==> config.mk <==
export PLATFORM = sky130hd
export DESIGN_NAME = hpx_expander_master
export DESIGN_NICKNAME = d
export VERILOG_FILES = /design/src/include/hpx_pkg.sv /design/src/rtl/hpx_expander_master.sv
export SDC_FILE = /design/constraint.sdc
export NUM_CORES = 1
export LEC_CHECK = 0
export BUFFER_PORTS_ARGS = -buffer_cell sky130_fd_sc_hd__buf_2
export CAP_MARGIN = 10
export CORE_MARGIN = 1.5
export CORE_UTILIZATION = 50
export DETAILED_ROUTE_END_ITERATION = 8
export GPL_TIMING_DRIVEN = 1
export PLACE_DENSITY = 0.72
export SLEW_MARGIN = 15
export SYNTH_ARGS = -nofsm -noshare
export SYNTH_HDL_FRONTEND = slang
export SYNTH_SLANG_ARGS = --single-unit
==> constraint.sdc <==
create_clock -name pclk -period 3 [get_ports pclk]
set_input_delay 0 -clock pclk [delete_from_list [all_inputs] [get_ports pclk]]
set_output_delay 0 -clock pclk [all_outputs]
set_load 0.02 [all_outputs]
==> src/include/hpx_pkg.sv <==
// Constants, types and register map of the hot-plug I/O expander master.
// Assumes a 50 MHz core clock and 16-bit SMBus I/O expanders as slaves.
package hpx_pkg;
  localparam int unsigned CLK_FREQ_KHZ      = 50000;
  localparam int unsigned UPDATE_PERIOD_MS  = 40;
  localparam int unsigned UPDATE_PERIOD_CYC = UPDATE_PERIOD_MS * CLK_FREQ_KHZ;
  localparam int unsigned SCL_FREQ_KHZ      = 100;
  localparam int unsigned QUARTER_CYC       = CLK_FREQ_KHZ / (4 * SCL_FREQ_KHZ);
  localparam int unsigned NUM_EXP           = 3;
  localparam int unsigned NUM_SLOT          = 5;

  // APB register byte offsets
  localparam logic [7:0] CTRL_OFS  = 8'h00;
  localparam logic [7:0] ADDR_OFS  = 8'h04;
  localparam logic [7:0] STAT_OFS  = 8'h08;
  localparam logic [7:0] DATA0_OFS = 8'h0c;
  localparam logic [7:0] DATA1_OFS = 8'h10;
  localparam logic [7:0] DATA2_OFS = 8'h14;

  // Register fields and reset values
  localparam int unsigned CTRL_EN_BIT   = 0;
  localparam int unsigned STAT_BUSY_BIT = 3;
  localparam int unsigned STAT_NACK_BIT = 4;
  localparam logic        CTRL_EN_RST   = 1'b0;
  localparam logic [6:0]  ADDR0_RST     = 7'h20;
  localparam logic [6:0]  ADDR1_RST     = 7'h21;
  localparam logic [6:0]  ADDR2_RST     = 7'h22;

  // Expander command bytes and fixed values
  localparam logic [7:0]  XREG_INPUT    = 8'h00;
  localparam logic [7:0]  XREG_OUTPUT   = 8'h02;
  localparam logic [7:0]  XREG_POLARITY = 8'h04;
  localparam logic [7:0]  XREG_DIR      = 8'h06;
  localparam logic [15:0] DIR_HP        = 16'h0f0f;
  localparam logic [15:0] DIR_EXP2      = 16'hff0f;
  localparam logic [15:0] POL_VAL       = 16'h0000;
  localparam logic [15:0] IN_RST        = 16'hffff;
  localparam logic [15:0] WR_RST        = 16'h0000;
  localparam logic [3:0]  IN_PAD        = 4'hf;
  localparam logic [7:0]  BYTE_PAD      = 8'hff;

  typedef struct packed {
    logic interlock;
    logic power_enable;
    logic power_indicator;
    logic attn_indicator;
  } hpx_slot_out_s;

  typedef struct packed {
    logic latch_open_n;
    logic power_fault_n;
    logic presence_n;
    logic attn_button_n;
  } hpx_slot_in_s;

  typedef enum logic [1:0] {
    ST_IDLE  = 2'b00,
    ST_START = 2'b01,
    ST_BYTE  = 2'b10,
    ST_STOP  = 2'b11
  } hpx_bus_e;

  typedef enum logic [2:0] {
    STG_OUT  = 3'b000,
    STG_POL  = 3'b001,
    STG_DIR  = 3'b010,
    STG_READ = 3'b011,
    STG_DONE = 3'b100
  } hpx_stage_e;
endpackage

==> src/rtl/hpx_expander_master.sv <==
// SMBus master that mirrors slot hot-plug signals into three I/O expanders.
// Assumes open-drain SCL/SDA resolved outside and inputs synchronous to pclk.
`timescale 1ns/1ps
`default_nettype none

module hpx_expander_master #(
  parameter int unsigned UPDATE_CYCLES = hpx_pkg::UPDATE_PERIOD_CYC,
  parameter int unsigned QUARTER       = hpx_pkg::QUARTER_CYC
) (
  input  wire logic                                   pclk,
  input  wire logic                                   presetn,
  input  wire logic                                   psel,
  input  wire logic                                   penable,
  input  wire logic                                   pwrite,
  input  wire logic [7:0]                             paddr,
  input  wire logic [31:0]                            pwdata,
  output var  logic [31:0]                            prdata,
  output var  logic                                   pready,
  output var  logic                                   pslverr,
  input  wire logic                                   cfg_load_busy,
  input  wire logic [hpx_pkg::NUM_EXP-1:0]            exp_int_n,
  input  wire hpx_pkg::hpx_slot_out_s [hpx_pkg::NUM_SLOT-1:0] slot_out,
  output wire hpx_pkg::hpx_slot_in_s  [hpx_pkg::NUM_SLOT-1:0] slot_in,
  output wire logic [6:0]                             slot_power_good_n,
  input  wire logic                                   scl_i,
  output var  logic                                   scl_o,
  output var  logic                                   scl_oe,
  input  wire logic                                   sda_i,
  output var  logic                                   sda_o,
  output var  logic                                   sda_oe
);
  import hpx_pkg::*;

  localparam int unsigned HOLD_W = $clog2(UPDATE_CYCLES + 1);
  localparam int unsigned QW     = $clog2(QUARTER + 1);

  logic                ctrl_en_r;
  logic [6:0]          addr_r    [NUM_EXP];
  logic [15:0]         in_r      [NUM_EXP];
  logic [15:0]         wr_r      [NUM_EXP];
  logic [HOLD_W-1:0]   hold_r    [NUM_EXP];
  hpx_stage_e          stage_r   [NUM_EXP];
  logic                nack_r;
  logic                pready_r;
  logic [31:0]         prdata_r;
  logic                pslverr_r;
  hpx_bus_e            st_r;
  logic [QW-1:0]       qcnt_r;
  logic [1:0]          q_r;
  logic [3:0]          bit_r;
  logic [2:0]          step_r;
  logic [7:0]          sh_r;
  logic [7:0]          rd_lo_r;
  logic                err_r;
  logic [1:0]          job_exp_r;
  logic                job_rd_r;
  logic [7:0]          job_cmd_r;
  logic [15:0]         job_data_r;
  logic [1:0]          rr_r;
  logic                scl_oe_r;
  logic                sda_oe_r;
  logic                line_o_r;

  // Output image of one expander from the slot outputs
  function automatic logic [15:0] out_image(input logic [1:0] e,
                                            input hpx_slot_out_s [NUM_SLOT-1:0] so);
    unique case (e)
      2'd0:    out_image = {so[2], IN_PAD, so[0], IN_PAD};
      2'd1:    out_image = {so[3], IN_PAD, so[1], IN_PAD};
      default: out_image = {BYTE_PAD, so[4], IN_PAD};
    endcase
  endfunction

  function automatic logic [7:0] tx_of(input logic [2:0] s, input logic rd,
                                       input logic [6:0] a, input logic [7:0] c,
                                       input logic [15:0] d);
    unique case (s)
      3'd0:    tx_of = {a, 1'b0};
      3'd1:    tx_of = c;
      3'd2:    tx_of = rd ? {a, 1'b1} : d[7:0];
      default: tx_of = d[15:8];
    endcase
  endfunction

  function automatic logic addr_hit(input logic [7:0] a);
    addr_hit = (a == CTRL_OFS) || (a == ADDR_OFS) || (a == STAT_OFS) ||
               (a == DATA0_OFS) || (a == DATA1_OFS) || (a == DATA2_OFS);
  endfunction

  // Slot and power-good inputs straight from the read registers
  assign slot_in[0]        = in_r[0][3:0];
  assign slot_in[2]        = in_r[0][11:8];
  assign slot_in[1]        = in_r[1][3:0];
  assign slot_in[3]        = in_r[1][11:8];
  assign slot_in[4]        = in_r[2][3:0];
  assign slot_power_good_n = in_r[2][15:9];

  // APB slave, one wait state
  logic apb_acc;
  logic apb_wr;
  assign apb_acc = psel && penable && !pready_r;
  assign apb_wr  = psel && penable && pready_r && pwrite && addr_hit(paddr);

  logic [31:0] rd_mux;
  always_comb begin
    rd_mux = 32'h0000_0000;
    unique case (paddr)
      CTRL_OFS:  rd_mux[CTRL_EN_BIT] = ctrl_en_r;
      ADDR_OFS:  rd_mux = {9'h000, addr_r[2], 1'b0, addr_r[1], 1'b0, addr_r[0]};
      STAT_OFS:  rd_mux = {27'h0000000, nack_r, st_r != ST_IDLE,
                           stage_r[2] == STG_DONE, stage_r[1] == STG_DONE,
                           stage_r[0] == STG_DONE};
      DATA0_OFS: rd_mux = {wr_r[0], in_r[0]};
      DATA1_OFS: rd_mux = {wr_r[1], in_r[1]};
      DATA2_OFS: rd_mux = {wr_r[2], in_r[2]};
      default:   rd_mux = 32'h0000_0000;
    endcase
  end

  always_ff @(posedge pclk or negedge presetn) begin
    if (!presetn) begin
      pready_r  <= 1'b0;
      prdata_r  <= 32'h0000_0000;
      pslverr_r <= 1'b0;
    end else begin
      pready_r  <= apb_acc;
      prdata_r  <= (apb_acc && !pwrite) ? rd_mux : 32'h0000_0000;
      pslverr_r <= apb_acc && !addr_hit(paddr);
    end
  end

  always_ff @(posedge pclk or negedge presetn) begin
    if (!presetn) begin
      ctrl_en_r <= CTRL_EN_RST;
      addr_r[0] <= ADDR0_RST;
      addr_r[1] <= ADDR1_RST;
      addr_r[2] <= ADDR2_RST;
    end else if (apb_wr) begin
      if (paddr == CTRL_OFS) begin
        ctrl_en_r <= pwdata[CTRL_EN_BIT];
      end
      if (paddr == ADDR_OFS) begin
        addr_r[0] <= pwdata[6:0];
        addr_r[1] <= pwdata[14:8];
        addr_r[2] <= pwdata[22:16];
      end
    end
  end

  assign prdata  = prdata_r;
  assign pready  = pready_r;
  assign pslverr = pslverr_r;

  // Service requests and round-robin pick
  logic        run_ok;
  logic [2:0]  need;
  logic [1:0]  pick;
  logic        pick_vld;
  logic [1:0]  idx;
  assign run_ok = ctrl_en_r && !cfg_load_busy;

  always_comb begin
    need = 3'b000;
    for (int e = 0; e < NUM_EXP; e++) begin
      need[e] = run_ok && (hold_r[e] == '0) &&
                ((stage_r[e] != STG_DONE) ||
                 (out_image(2'(e), slot_out) != wr_r[e]) ||
                 !exp_int_n[e]);
    end
  end

  always_comb begin
    pick     = 2'd0;
    pick_vld = 1'b0;
    idx      = 2'd0;
    for (int k = 0; k < NUM_EXP; k++) begin
      idx = 2'((32'(rr_r) + 32'(k)) % NUM_EXP);
      if (!pick_vld && need[idx]) begin
        pick     = idx;
        pick_vld = 1'b1;
      end
    end
  end

  // Job contents chosen at launch
  logic        launch;
  logic        l_rd;
  logic [7:0]  l_cmd;
  logic [15:0] l_data;
  assign launch = (st_r == ST_IDLE) && pick_vld;

  always_comb begin
    l_rd   = 1'b0;
    l_cmd  = XREG_OUTPUT;
    l_data = out_image(pick, slot_out);
    unique case (stage_r[pick])
      STG_OUT: l_cmd = XREG_OUTPUT;
      STG_POL: begin
        l_cmd  = XREG_POLARITY;
        l_data = POL_VAL;
      end
      STG_DIR: begin
        l_cmd  = XREG_DIR;
        l_data = (pick == 2'd2) ? DIR_EXP2 : DIR_HP;
      end
      STG_READ: begin
        l_cmd = XREG_INPUT;
        l_rd  = 1'b1;
      end
      default: begin
        l_rd  = (l_data == wr_r[pick]);
        l_cmd = l_rd ? XREG_INPUT : XREG_OUTPUT;
      end
    endcase
  end

  always_ff @(posedge pclk or negedge presetn) begin
    if (!presetn) begin
      job_exp_r  <= 2'd0;
      job_rd_r   <= 1'b0;
      job_cmd_r  <= XREG_OUTPUT;
      job_data_r <= WR_RST;
      rr_r       <= 2'd0;
    end else if (launch) begin
      job_exp_r  <= pick;
      job_rd_r   <= l_rd;
      job_cmd_r  <= l_cmd;
      job_data_r <= l_data;
      rr_r       <= (pick == 2'd2) ? 2'd0 : pick + 2'd1;
    end
  end

  // Quarter-bit enable
  logic qtick;
  logic adv;
  assign qtick = (qcnt_r == QW'(QUARTER - 1));
  assign adv   = qtick && !(q_r == 2'd1 && !scl_i);

  always_ff @(posedge pclk or negedge presetn) begin
    if (!presetn) begin
      qcnt_r <= '0;
    end else if (st_r == ST_IDLE || qtick) begin
      qcnt_r <= '0;
    end else begin
      qcnt_r <= qcnt_r + QW'(1);
    end
  end

  // Bit and byte sequencing
  logic rd_byte;
  logic last_step;
  logic done;
  assign rd_byte   = job_rd_r && (step_r >= 3'd3);
  assign last_step = job_rd_r ? (step_r == 3'd4) : (step_r == 3'd3);
  assign done      = (st_r == ST_STOP) && adv && (q_r == 2'd3);

  always_ff @(posedge pclk or negedge presetn) begin
    if (!presetn) begin
      st_r    <= ST_IDLE;
      q_r     <= 2'd0;
      bit_r   <= 4'd0;
      step_r  <= 3'd0;
      sh_r    <= 8'h00;
      rd_lo_r <= 8'h00;
      err_r   <= 1'b0;
    end else if (launch) begin
      st_r   <= ST_START;
      q_r    <= 2'd0;
      step_r <= 3'd0;
      err_r  <= 1'b0;
    end else if (adv) begin
      q_r <= q_r + 2'd1;
      unique case (st_r)
        ST_IDLE: q_r <= 2'd0;
        ST_START: if (q_r == 2'd3) begin
          st_r  <= ST_BYTE;
          bit_r <= 4'd0;
          sh_r  <= tx_of(step_r, job_rd_r, addr_r[job_exp_r], job_cmd_r, job_data_r);
        end
        ST_BYTE: begin
          if (q_r == 2'd2) begin
            if (bit_r < 4'd8 && rd_byte) begin
              sh_r <= {sh_r[6:0], sda_i};
            end
            if (bit_r == 4'd8 && !rd_byte && sda_i) begin
              err_r <= 1'b1;
            end
          end
          if (q_r == 2'd3) begin
            if (bit_r < 4'd8) begin
              bit_r <= bit_r + 4'd1;
              if (!rd_byte) begin
                sh_r <= {sh_r[6:0], 1'b0};
              end
            end else if (err_r || last_step) begin
              st_r <= ST_STOP;
            end else if (job_rd_r && step_r == 3'd1) begin
              st_r   <= ST_START;
              step_r <= 3'd2;
            end else begin
              if (step_r == 3'd3) begin
                rd_lo_r <= sh_r;
              end
              step_r <= step_r + 3'd1;
              bit_r  <= 4'd0;
              sh_r   <= tx_of(step_r + 3'd1, job_rd_r, addr_r[job_exp_r],
                              job_cmd_r, job_data_r);
            end
          end
        end
        ST_STOP: if (q_r == 2'd3) begin
          st_r <= ST_IDLE;
        end
      endcase
    end
  end

  // Line levels; low means drive
  logic scl_lvl;
  logic sda_lvl;
  always_comb begin
    scl_lvl = 1'b1;
    sda_lvl = 1'b1;
    unique case (st_r)
      ST_IDLE: begin
        scl_lvl = 1'b1;
        sda_lvl = 1'b1;
      end
      ST_START: begin
        scl_lvl = (q_r == 2'd1) || (q_r == 2'd2);
        sda_lvl = (q_r < 2'd2);
      end
      ST_BYTE: begin
        scl_lvl = (q_r == 2'd1) || (q_r == 2'd2);
        if (bit_r == 4'd8) begin
          sda_lvl = rd_byte ? (step_r == 3'd4) : 1'b1;
        end else begin
          sda_lvl = rd_byte ? 1'b1 : sh_r[7];
        end
      end
      ST_STOP: begin
        scl_lvl = (q_r != 2'd0);
        sda_lvl = (q_r >= 2'd2);
      end
    endcase
  end

  // Reset releases both lines, so no transfer completes on reset entry
  always_ff @(posedge pclk or negedge presetn) begin
    if (!presetn) begin
      scl_oe_r <= 1'b0;
      sda_oe_r <= 1'b0;
      line_o_r <= 1'b0;
    end else begin
      scl_oe_r <= !scl_lvl;
      sda_oe_r <= !sda_lvl;
      line_o_r <= 1'b0;
    end
  end

  assign scl_oe = scl_oe_r;
  assign sda_oe = sda_oe_r;
  assign scl_o  = line_o_r;
  assign sda_o  = line_o_r;

  // Per-expander state, images and update holdoff
  always_ff @(posedge pclk or negedge presetn) begin
    if (!presetn) begin
      for (int e = 0; e < NUM_EXP; e++) begin
        stage_r[e] <= STG_OUT;
        in_r[e]    <= IN_RST;
        wr_r[e]    <= WR_RST;
        hold_r[e]  <= '0;
      end
    end else begin
      for (int e = 0; e < NUM_EXP; e++) begin
        if (hold_r[e] != '0) begin
          hold_r[e] <= hold_r[e] - HOLD_W'(1);
        end
      end
      if (done) begin
        if (!err_r) begin
          if (job_rd_r) begin
            in_r[job_exp_r] <= {sh_r, rd_lo_r};
          end else if (job_cmd_r == XREG_OUTPUT) begin
            wr_r[job_exp_r] <= job_data_r;
          end
          unique case (stage_r[job_exp_r])
            STG_OUT:  stage_r[job_exp_r] <= STG_POL;
            STG_POL:  stage_r[job_exp_r] <= STG_DIR;
            STG_DIR:  stage_r[job_exp_r] <= STG_READ;
            default:  stage_r[job_exp_r] <= STG_DONE;
          endcase
        end
        if (err_r || stage_r[job_exp_r] >= STG_READ) begin
          hold_r[job_exp_r] <= HOLD_W'(UPDATE_CYCLES);
        end
      end
    end
  end

  // Sticky no-acknowledge flag; a new error beats the clear
  always_ff @(posedge pclk or negedge presetn) begin
    if (!presetn) begin
      nack_r <= 1'b0;
    end else if (done && err_r) begin
      nack_r <= 1'b1;
    end else if (apb_wr && paddr == STAT_OFS && pwdata[STAT_NACK_BIT]) begin
      nack_r <= 1'b0;
    end
  end

endmodule

`default_nettype wire

Yosys cells after proc, flatten, opt, wreduce, memory -nomap -nowiden
Index checks and enable logic that the tools add are counted.
{ "word_totals": {"ff_bits": 291, "input_bits": 71, "output_inout_bits": 65, "elab_cells": 324} }
{ "classes": {"n_addsub": 10, "div": 3, "n_lt_le_gt_ge": 11, "n_eq_ne": 48, "mux": 99, "bitwise_logic": 23, "reduce_logical": 95} }
{ "op_table": {"columns": ["cell", "n"], "rows": [
  ["$pmux W31 S5", 1],
  ["$mux W63", 2],
  ["$bwmux W48", 2],
  ["$mux W21", 4],
  ["$mux W8", 9],
  ["$mod A32 B2 Y32 const B", 2],
  ["$mux W16", 4],
  ["$pmux W16 S2", 2],
  ["$logic_not A21 Y1", 3],
  ["$reduce_bool A21 Y1", 3],
  ["$sub A21 B1 Y21 const B", 3],
  ["$ne A16 B16 Y1", 3],
  ["$pmux W8 S3", 2],
  ["$and A42 B42 Y42", 1],
  ["$demux W21 S2", 1],
  ["$not A42 Y42", 1],
  ["$mux W3", 12],
  ["$bmux W16 S2", 1],
  ["$demux W16 S2", 1],
  ["$mod A2 B2 Y32 const B", 1],
  ["$mux W2", 16],
  ["$mux W32", 1],
  ["$logic_and A1 B1 Y1", 30],
  ["$pmux W9 S3", 1],
  ["68 further kinds", 183]
]} }

Longest topological paths before layout
{ "logic_depth": {"depth_word": 20, "ltp_mapped": 15, "depth_no_buf": 12} }

Least setup slack after synthesis
No wires, ideal clock.
{ "synth_path": {"path_type": "flip-flop to flip-flop", "startpoint": "reg hold_r[25] (netlist name)", "endpoint": "reg job_data_r[7]", "setup_time_ns": 0.132, "t_arrival_ns": 3.209, "required_time_ns": 2.868, "setup_slack_ns": -0.342, "path_stages_with_launch": 13, "n_path_buf": 2, "synth_period_minus_slack_ns": 3.342, "path_cell_list": "dfrtp_1 or4_4 nand2b_1 buf_2 a311o_1 a2111oi_2 buf_2 mux2_2 mux2i_1 xor2_1 nand2_1 nand2_1 o21ai_1"} }
{ "synth_via": {"elab_chain_cells": 18, "elab_cells_between_ends": 30, "classes_between": "3 x eq/ne; 17 x mux; 1 x bitwise; 9 x reduce/logical"} }
{ "synth_rtl": {"columns": ["item", "line", "rtl"], "rows": [
  ["from (decl)", "hpx_expander_master.sv:41", "logic [HOLD_W-1:0] hold_r [NUM_EXP];"],
  ["from (signal, indexed assignment)", "hpx_expander_master.sv:378", "hold_r[e] <= hold_r[e] - HOLD_W'(1);"],
  ["from (signal, indexed assignment)", "hpx_expander_master.sv:396", "hold_r[job_exp_r] <= HOLD_W'(UPDATE_CYCLES);"],
  ["$logic_not A21 Y1 *", "hpx_expander_master.sv:165", "need[e] = run_ok && (hold_r[e] == '0) &&"],
  ["$logic_and A1 B1 Y1 * (2 in series)", "hpx_expander_master.sv:165", null],
  ["$bmux W1 S2", "hpx_expander_master.sv:178", "if (!pick_vld && need[idx]) begin"],
  ["$mux W1 (implied by the code)", "hpx_expander_master.sv:178", null],
  ["$mux W1", "hpx_expander_master.sv:178", null],
  ["$logic_not A1 Y1", "hpx_expander_master.sv:178", null],
  ["$logic_and A1 B1 Y1", "hpx_expander_master.sv:178", null],
  ["$mux W1", "hpx_expander_master.sv:178", null],
  ["$logic_not A1 Y1", "hpx_expander_master.sv:178", null],
  ["$logic_and A1 B1 Y1", "hpx_expander_master.sv:178", null],
  ["$mux W2", "hpx_expander_master.sv:178", null],
  ["$not A2 Y3 (implied by the code)", "hpx_expander_master.sv:196", "unique case (stage_r[pick])"],
  ["$bmux W3 S2", "hpx_expander_master.sv:196", null],
  ["$mux W3 (implied by the code) (2 in series)", "hpx_expander_master.sv:196", null],
  ["$eq A3 B2 Y1 or $eq A3 B1 Y1 (tied branches)", "hpx_expander_master.sv:196", null],
  ["$pmux W16 S2", "hpx_expander_master.sv:196", null],
  ["to (signal assigned)", "hpx_expander_master.sv:228", "job_data_r <= l_data;"],
  ["to (decl)", "hpx_expander_master.sv:58", "logic [15:0] job_data_r;"]
]} }
Mark *: on every way between the ends. The rest lies on a longest branch, timed or not. The select of a mux whose other input is x is not followed.
A chain may end at the register's enable or synchronous reset.

Final worst setup path
{ "layout_path": {"startpoint": "reg hold_r[28] (netlist name)", "endpoint": "reg job_cmd_r[1]"} }
{ "layout_via": {"elab_chain_cells": 19, "elab_cells_between_ends": 37, "classes_between": "5 x eq/ne; 21 x mux; 1 x bitwise; 10 x reduce/logical"} }
{ "layout_rtl": {"columns": ["item", "line", "rtl"], "rows": [
  ["$logic_not A21 Y1 *", "hpx_expander_master.sv:165", null],
  ["$logic_and A1 B1 Y1 * (2 in series)", "hpx_expander_master.sv:165", null],
  ["$bmux W1 S2", "hpx_expander_master.sv:178", null],
  ["$mux W1 (implied by the code)", "hpx_expander_master.sv:178", null],
  ["$mux W1", "hpx_expander_master.sv:178", null],
  ["$logic_not A1 Y1", "hpx_expander_master.sv:178", null],
  ["$logic_and A1 B1 Y1", "hpx_expander_master.sv:178", null],
  ["$mux W1", "hpx_expander_master.sv:178", null],
  ["$logic_not A1 Y1", "hpx_expander_master.sv:178", null],
  ["$logic_and A1 B1 Y1", "hpx_expander_master.sv:178", null],
  ["$mux W2", "hpx_expander_master.sv:178", null],
  ["$not A2 Y3 (implied by the code)", "hpx_expander_master.sv:196, hpx_expander_master.sv:211", null],
  ["$bmux W16 S2", "hpx_expander_master.sv:211", "l_rd = (l_data == wr_r[pick]);"],
  ["$mux W16 (implied by the code) (2 in series)", "hpx_expander_master.sv:211", null],
  ["$eq A16 B16 Y1", "hpx_expander_master.sv:211", null],
  ["$mux W2", "hpx_expander_master.sv:212", "l_cmd = l_rd ? XREG_INPUT : XREG_OUTPUT;"],
  ["$pmux W3 S4", "hpx_expander_master.sv:196", null],
  ["to (signal assigned)", "hpx_expander_master.sv:227", "job_cmd_r <= l_cmd;"],
  ["to (decl)", "hpx_expander_master.sv:57", "logic [7:0] job_cmd_r;"]
]} }
Marks and branches as above.

==> results.sh <==
export IMPL_vias=11800
export IMPL_fmax_mhz=294
export IMPL_slew_headroom_pct=30.0
export IMPL_viasPerCell=5.88
export IMPL_p_seq_share_pct=48.0
export IMPL_p_int_mw=5.56
export IMPL_yosysTopAreaCell="dfrtp_1"
export IMPL_clkPwrFrac_pct=48.6
export IMPL_worstMarginPinSlew_ns=1.05
export IMPL_cts_htree_levels=1
export IMPL_row_count=60
export IMPL_cts_clk_slew_worst_paths_ns=0.06
export IMPL_design_power_total_mw=7.15
export IMPL_die_area_um2=28400
export IMPL_avgSynthCellArea_um2=10.1
export IMPL_die_h_um=169
export IMPL_multi_input_area_um2=7040
export IMPL_max_vdd_ir_drop_uv=431
export IMPL_async_flop_share_pct=100
export IMPL_grt_pass1_vias=12000
export IMPL_drc=0
export IMPL_p_leak_nw=7.75
export IMPL_first_pass_iters=6
export IMPL_drt_total_wl_mm=40.2
export IMPL_synth_most_common_cell="dfrtp_1"
export IMPL_ios=136
export IMPL_status="complete, but fails checks"
export IMPL_syn2layout_area_growth_pct=28.5
export IMPL_cpMostUsedCell="buf_12"
export IMPL_drt_iter0_drc=1139
export IMPL_wl_per_cell_um=20.0
export IMPL_placed_area_um2=15800
export IMPL_cp_end_kind="register"
export IMPL_switching_share_pct=22.3
export IMPL_violations="setup timing"
export IMPL_power_per_cell_area_nw_per_um2=406
export IMPL_cpPeakStageDelay_ns=0.53
export IMPL_combPwrFrac_pct=3.4
export IMPL_dpl_hpwl_mm=27.7
export IMPL_drive_gt1_share_pct=38.1
export IMPL_path_cells="or4_4, nand2b_4, or4_1, o2111a_2, buf_12, buf_12, a22o_1, a21oi_2, xor2_1, a2111oi_2, nand4_1, and2_1"
export IMPL_cp_start_kind="register"
export IMPL_syn_area_um2=13700
export IMPL_fin_tns_setup_ns=-11.11
export IMPL_pre_cts_slack_ns=-0.476
export IMPL_timing_hold_ws_ns=0.0207
export IMPL_cts_root_buffer_cell="clkbuf_16"
export IMPL_n_fill_cell=2041
export IMPL_synth_common_cells="dfrtp_1 (200), nand2_1 (140), nor2_1 (127)"
export IMPL_ant_nets=0
export IMPL_r2r_start="hold_r[28]"
export IMPL_synth_edf_count=0
export IMPL_path_delay_family="simple AND/OR/NAND/NOR gates"
export IMPL_grt_pass1_wl_mm=63.9
export IMPL_synth_area_leaders="dfrtp_1 (37%), dfstp_2 (10%), mux2_2 (9.6%)"
export IMPL_slowest_stage="or4_4"
export IMPL_hold_viol=0
export IMPL_grt_antenna_before_repair=0
export IMPL_grtUsageTotal_pct=28.3
export IMPL_io_buffers=122
export IMPL_seq_area_frac_synth_pct=46.9
export IMPL_worst_path_max_fanout=7
export IMPL_tritoncts="built"
export IMPL_min_from="paddr[2]"
export IMPL_maxCapViolations=0
export IMPL_seqCellArea_um2=6420
export IMPL_cts_buffers=29
export IMPL_synth_top_area_share_pct=36.5
export IMPL_period_share_pct=113
export IMPL_ys_ff_latch=254
export IMPL_critical_path_arrival_ns=3.88
export IMPL_p_switching_mw=1.60
export IMPL_clock_sinks=254
export IMPL_coreArea_um2=27000
export IMPL_final_area_um2=17600
export IMPL_ys_warn_count=0
export IMPL_skew_ns=0.0192
export IMPL_cp_required_ns=3.48
export IMPL_grt_overflow=0
export IMPL_min_path_type="input port to register"
export IMPL_critical_path_buf_inv_count=2
export IMPL_start_util_pct=50.8
export IMPL_finalCriticalPeriod_ns=3.40
export IMPL_diodes=0
export IMPL_rsz0062_at_grt="true"
export IMPL_fin_ws_ns=-0.396
export IMPL_critPathKind="register to register"
export IMPL_die_x_um=169
export IMPL_synthCells=1355
export IMPL_cts_max_path_buffers=3
export IMPL_insertion_delay_ns=0.55
export IMPL_setup_viol=44
export IMPL_grt_max_degree=85
export IMPL_crit_start="hold_r[28]"
export IMPL_ys_flop_type="dfrtp_1"
export IMPL_final_nets=1750
export IMPL_gp_congestion=0.918
export IMPL_drv_slew=0
export IMPL_synth_distinct_cells=82
## cells in the final DEF (no fill, tap or decap), types with 7 or more instances in the layout
master           n
nand2b_1        11
dfrtp_1        200
mux2_2         107
a211oi_1         9
clkbuf_16       31
a22oi_1         16
buf_4          189
dlygate4sd3_1   31
xor2_1          29
o21ai_2          7
nor2_1         125
nand2_1        135
xnor2_1         52
nor3_1          33
inv_1           35
and3_1          12
nand3_1         30
ha_1            28
o221ai_1         7
nand4_1         10
dfstp_2         54
o21ai_0         33
a21oi_1         63
a21oi_2          7
mux2_4          10
buf_6           10
nor4_1          22
mux2i_1         18
and2_1           8
nor2b_1         10
buf_2          121
a222oi_1        22
clkbuf_8         7
o21ai_1         10
## through the flow
step / instances / utilization [%]
after detailed placement: 1904 / 58.6
final: 2011 / 65.3
after global placement: 1904 / 58.6
after CTS: 2006 / 64.4
after floorplan: 1356 / -
after global routing: 2011 / 65.3
## cells by family (layout without fill, tap and decap cells)
family / count (synthesis) / in the layout / synth area share, %
AND/OR/NAND/NOR: 465 / 465 / 16.5
flip-flops: 254 / 254 / 46.9
AO/OA/AOI/OAI: 246 / 246 / 12.5
buffers and inverters: 138 / 452 / 4.83
multiplexers: 137 / 137 / 11.1
XOR/XNOR: 83 / 83 / 5.31
adder cells (fa/ha/maj): 31 / 31 / 2.82
other: 1 / 2 / 0.0274
## layout make-up
class	instances	share of cell area [%]
flip-flops and latches	254	36.5
clock buffers	42	4.80
well taps	341	2.42
repair buffers	361	15.0
clock inverters	10	0.490
multi-input cells	964	40.0
inverters	39	0.831
## registers in the layout, summed over array words and instances (netlist names), 3 cells and up
name	flops
bit_r	4
wr_r	27
slot_power_good_n	7
hold_r	63
prdata	29
addr_r	21
step_r	3
rd_lo_r	8
stage_r	9
job_data_r	9
slot_in	20
in_r	21
qcnt_r	7
sh_r	8
## power by group through the flow
stage,Combinational (mW),Sequential [mW],Clock [mW]
final,0.244,3.44,3.47
after global routing,0.267,3.43,3.66
after CTS,0.241,3.43,3.50
after detailed placement,0.206,3.49,0
after global placement,0.202,3.49,0
after floorplan,0.0474,3.50,0
## repair_timing
action	4_1_cts	5_1_grt
pin swaps	35	21
cloned	0	2
hold buffers	31	0
resized for setup	46	37
setup buffers	19	5
setup endpoints to repair	43	44
endpoints found under the hold margin	112	0
## routing by layer
metal  wire length, um  share of wire (%)  track usage, %  vias up
met5                 0                  0               0        -
met4              1040                2.6            7.73        0
met3              2320                5.8            3.25       83
met2             19300                 48            48.0      442
met1             17500                 43            38.7     5890
li1                  -                  -               -     5419
## final timing paths
kind                       slack, ns  depth (start not counted)           end
max                            -0.40                         12  job_cmd_r[1]
min                             0.02                          4        nack_r
max reg2reg                    -0.40                         12  job_cmd_r[1]
min reg2reg                     0.49                          2        nack_r
max in group asynchronous       2.01                          3   slot_in[15]
min in group asynchronous       0.03                          2     hold_r[4]
## worst reg2reg max path: stages, from the launching register on
cell	delay [ns]
dfrtp_1	0.38
or4_4	0.53
nand2b_4	0.19
or4_1	0.48
o2111a_2	0.30
buf_12	0.14
buf_12	0.13
a22o_1	0.24
a21oi_2	0.13
xor2_1	0.11
a2111oi_2	0.33
nand4_1	0.17
and2_1	0.20
Power figures use the tool's default switching activity.
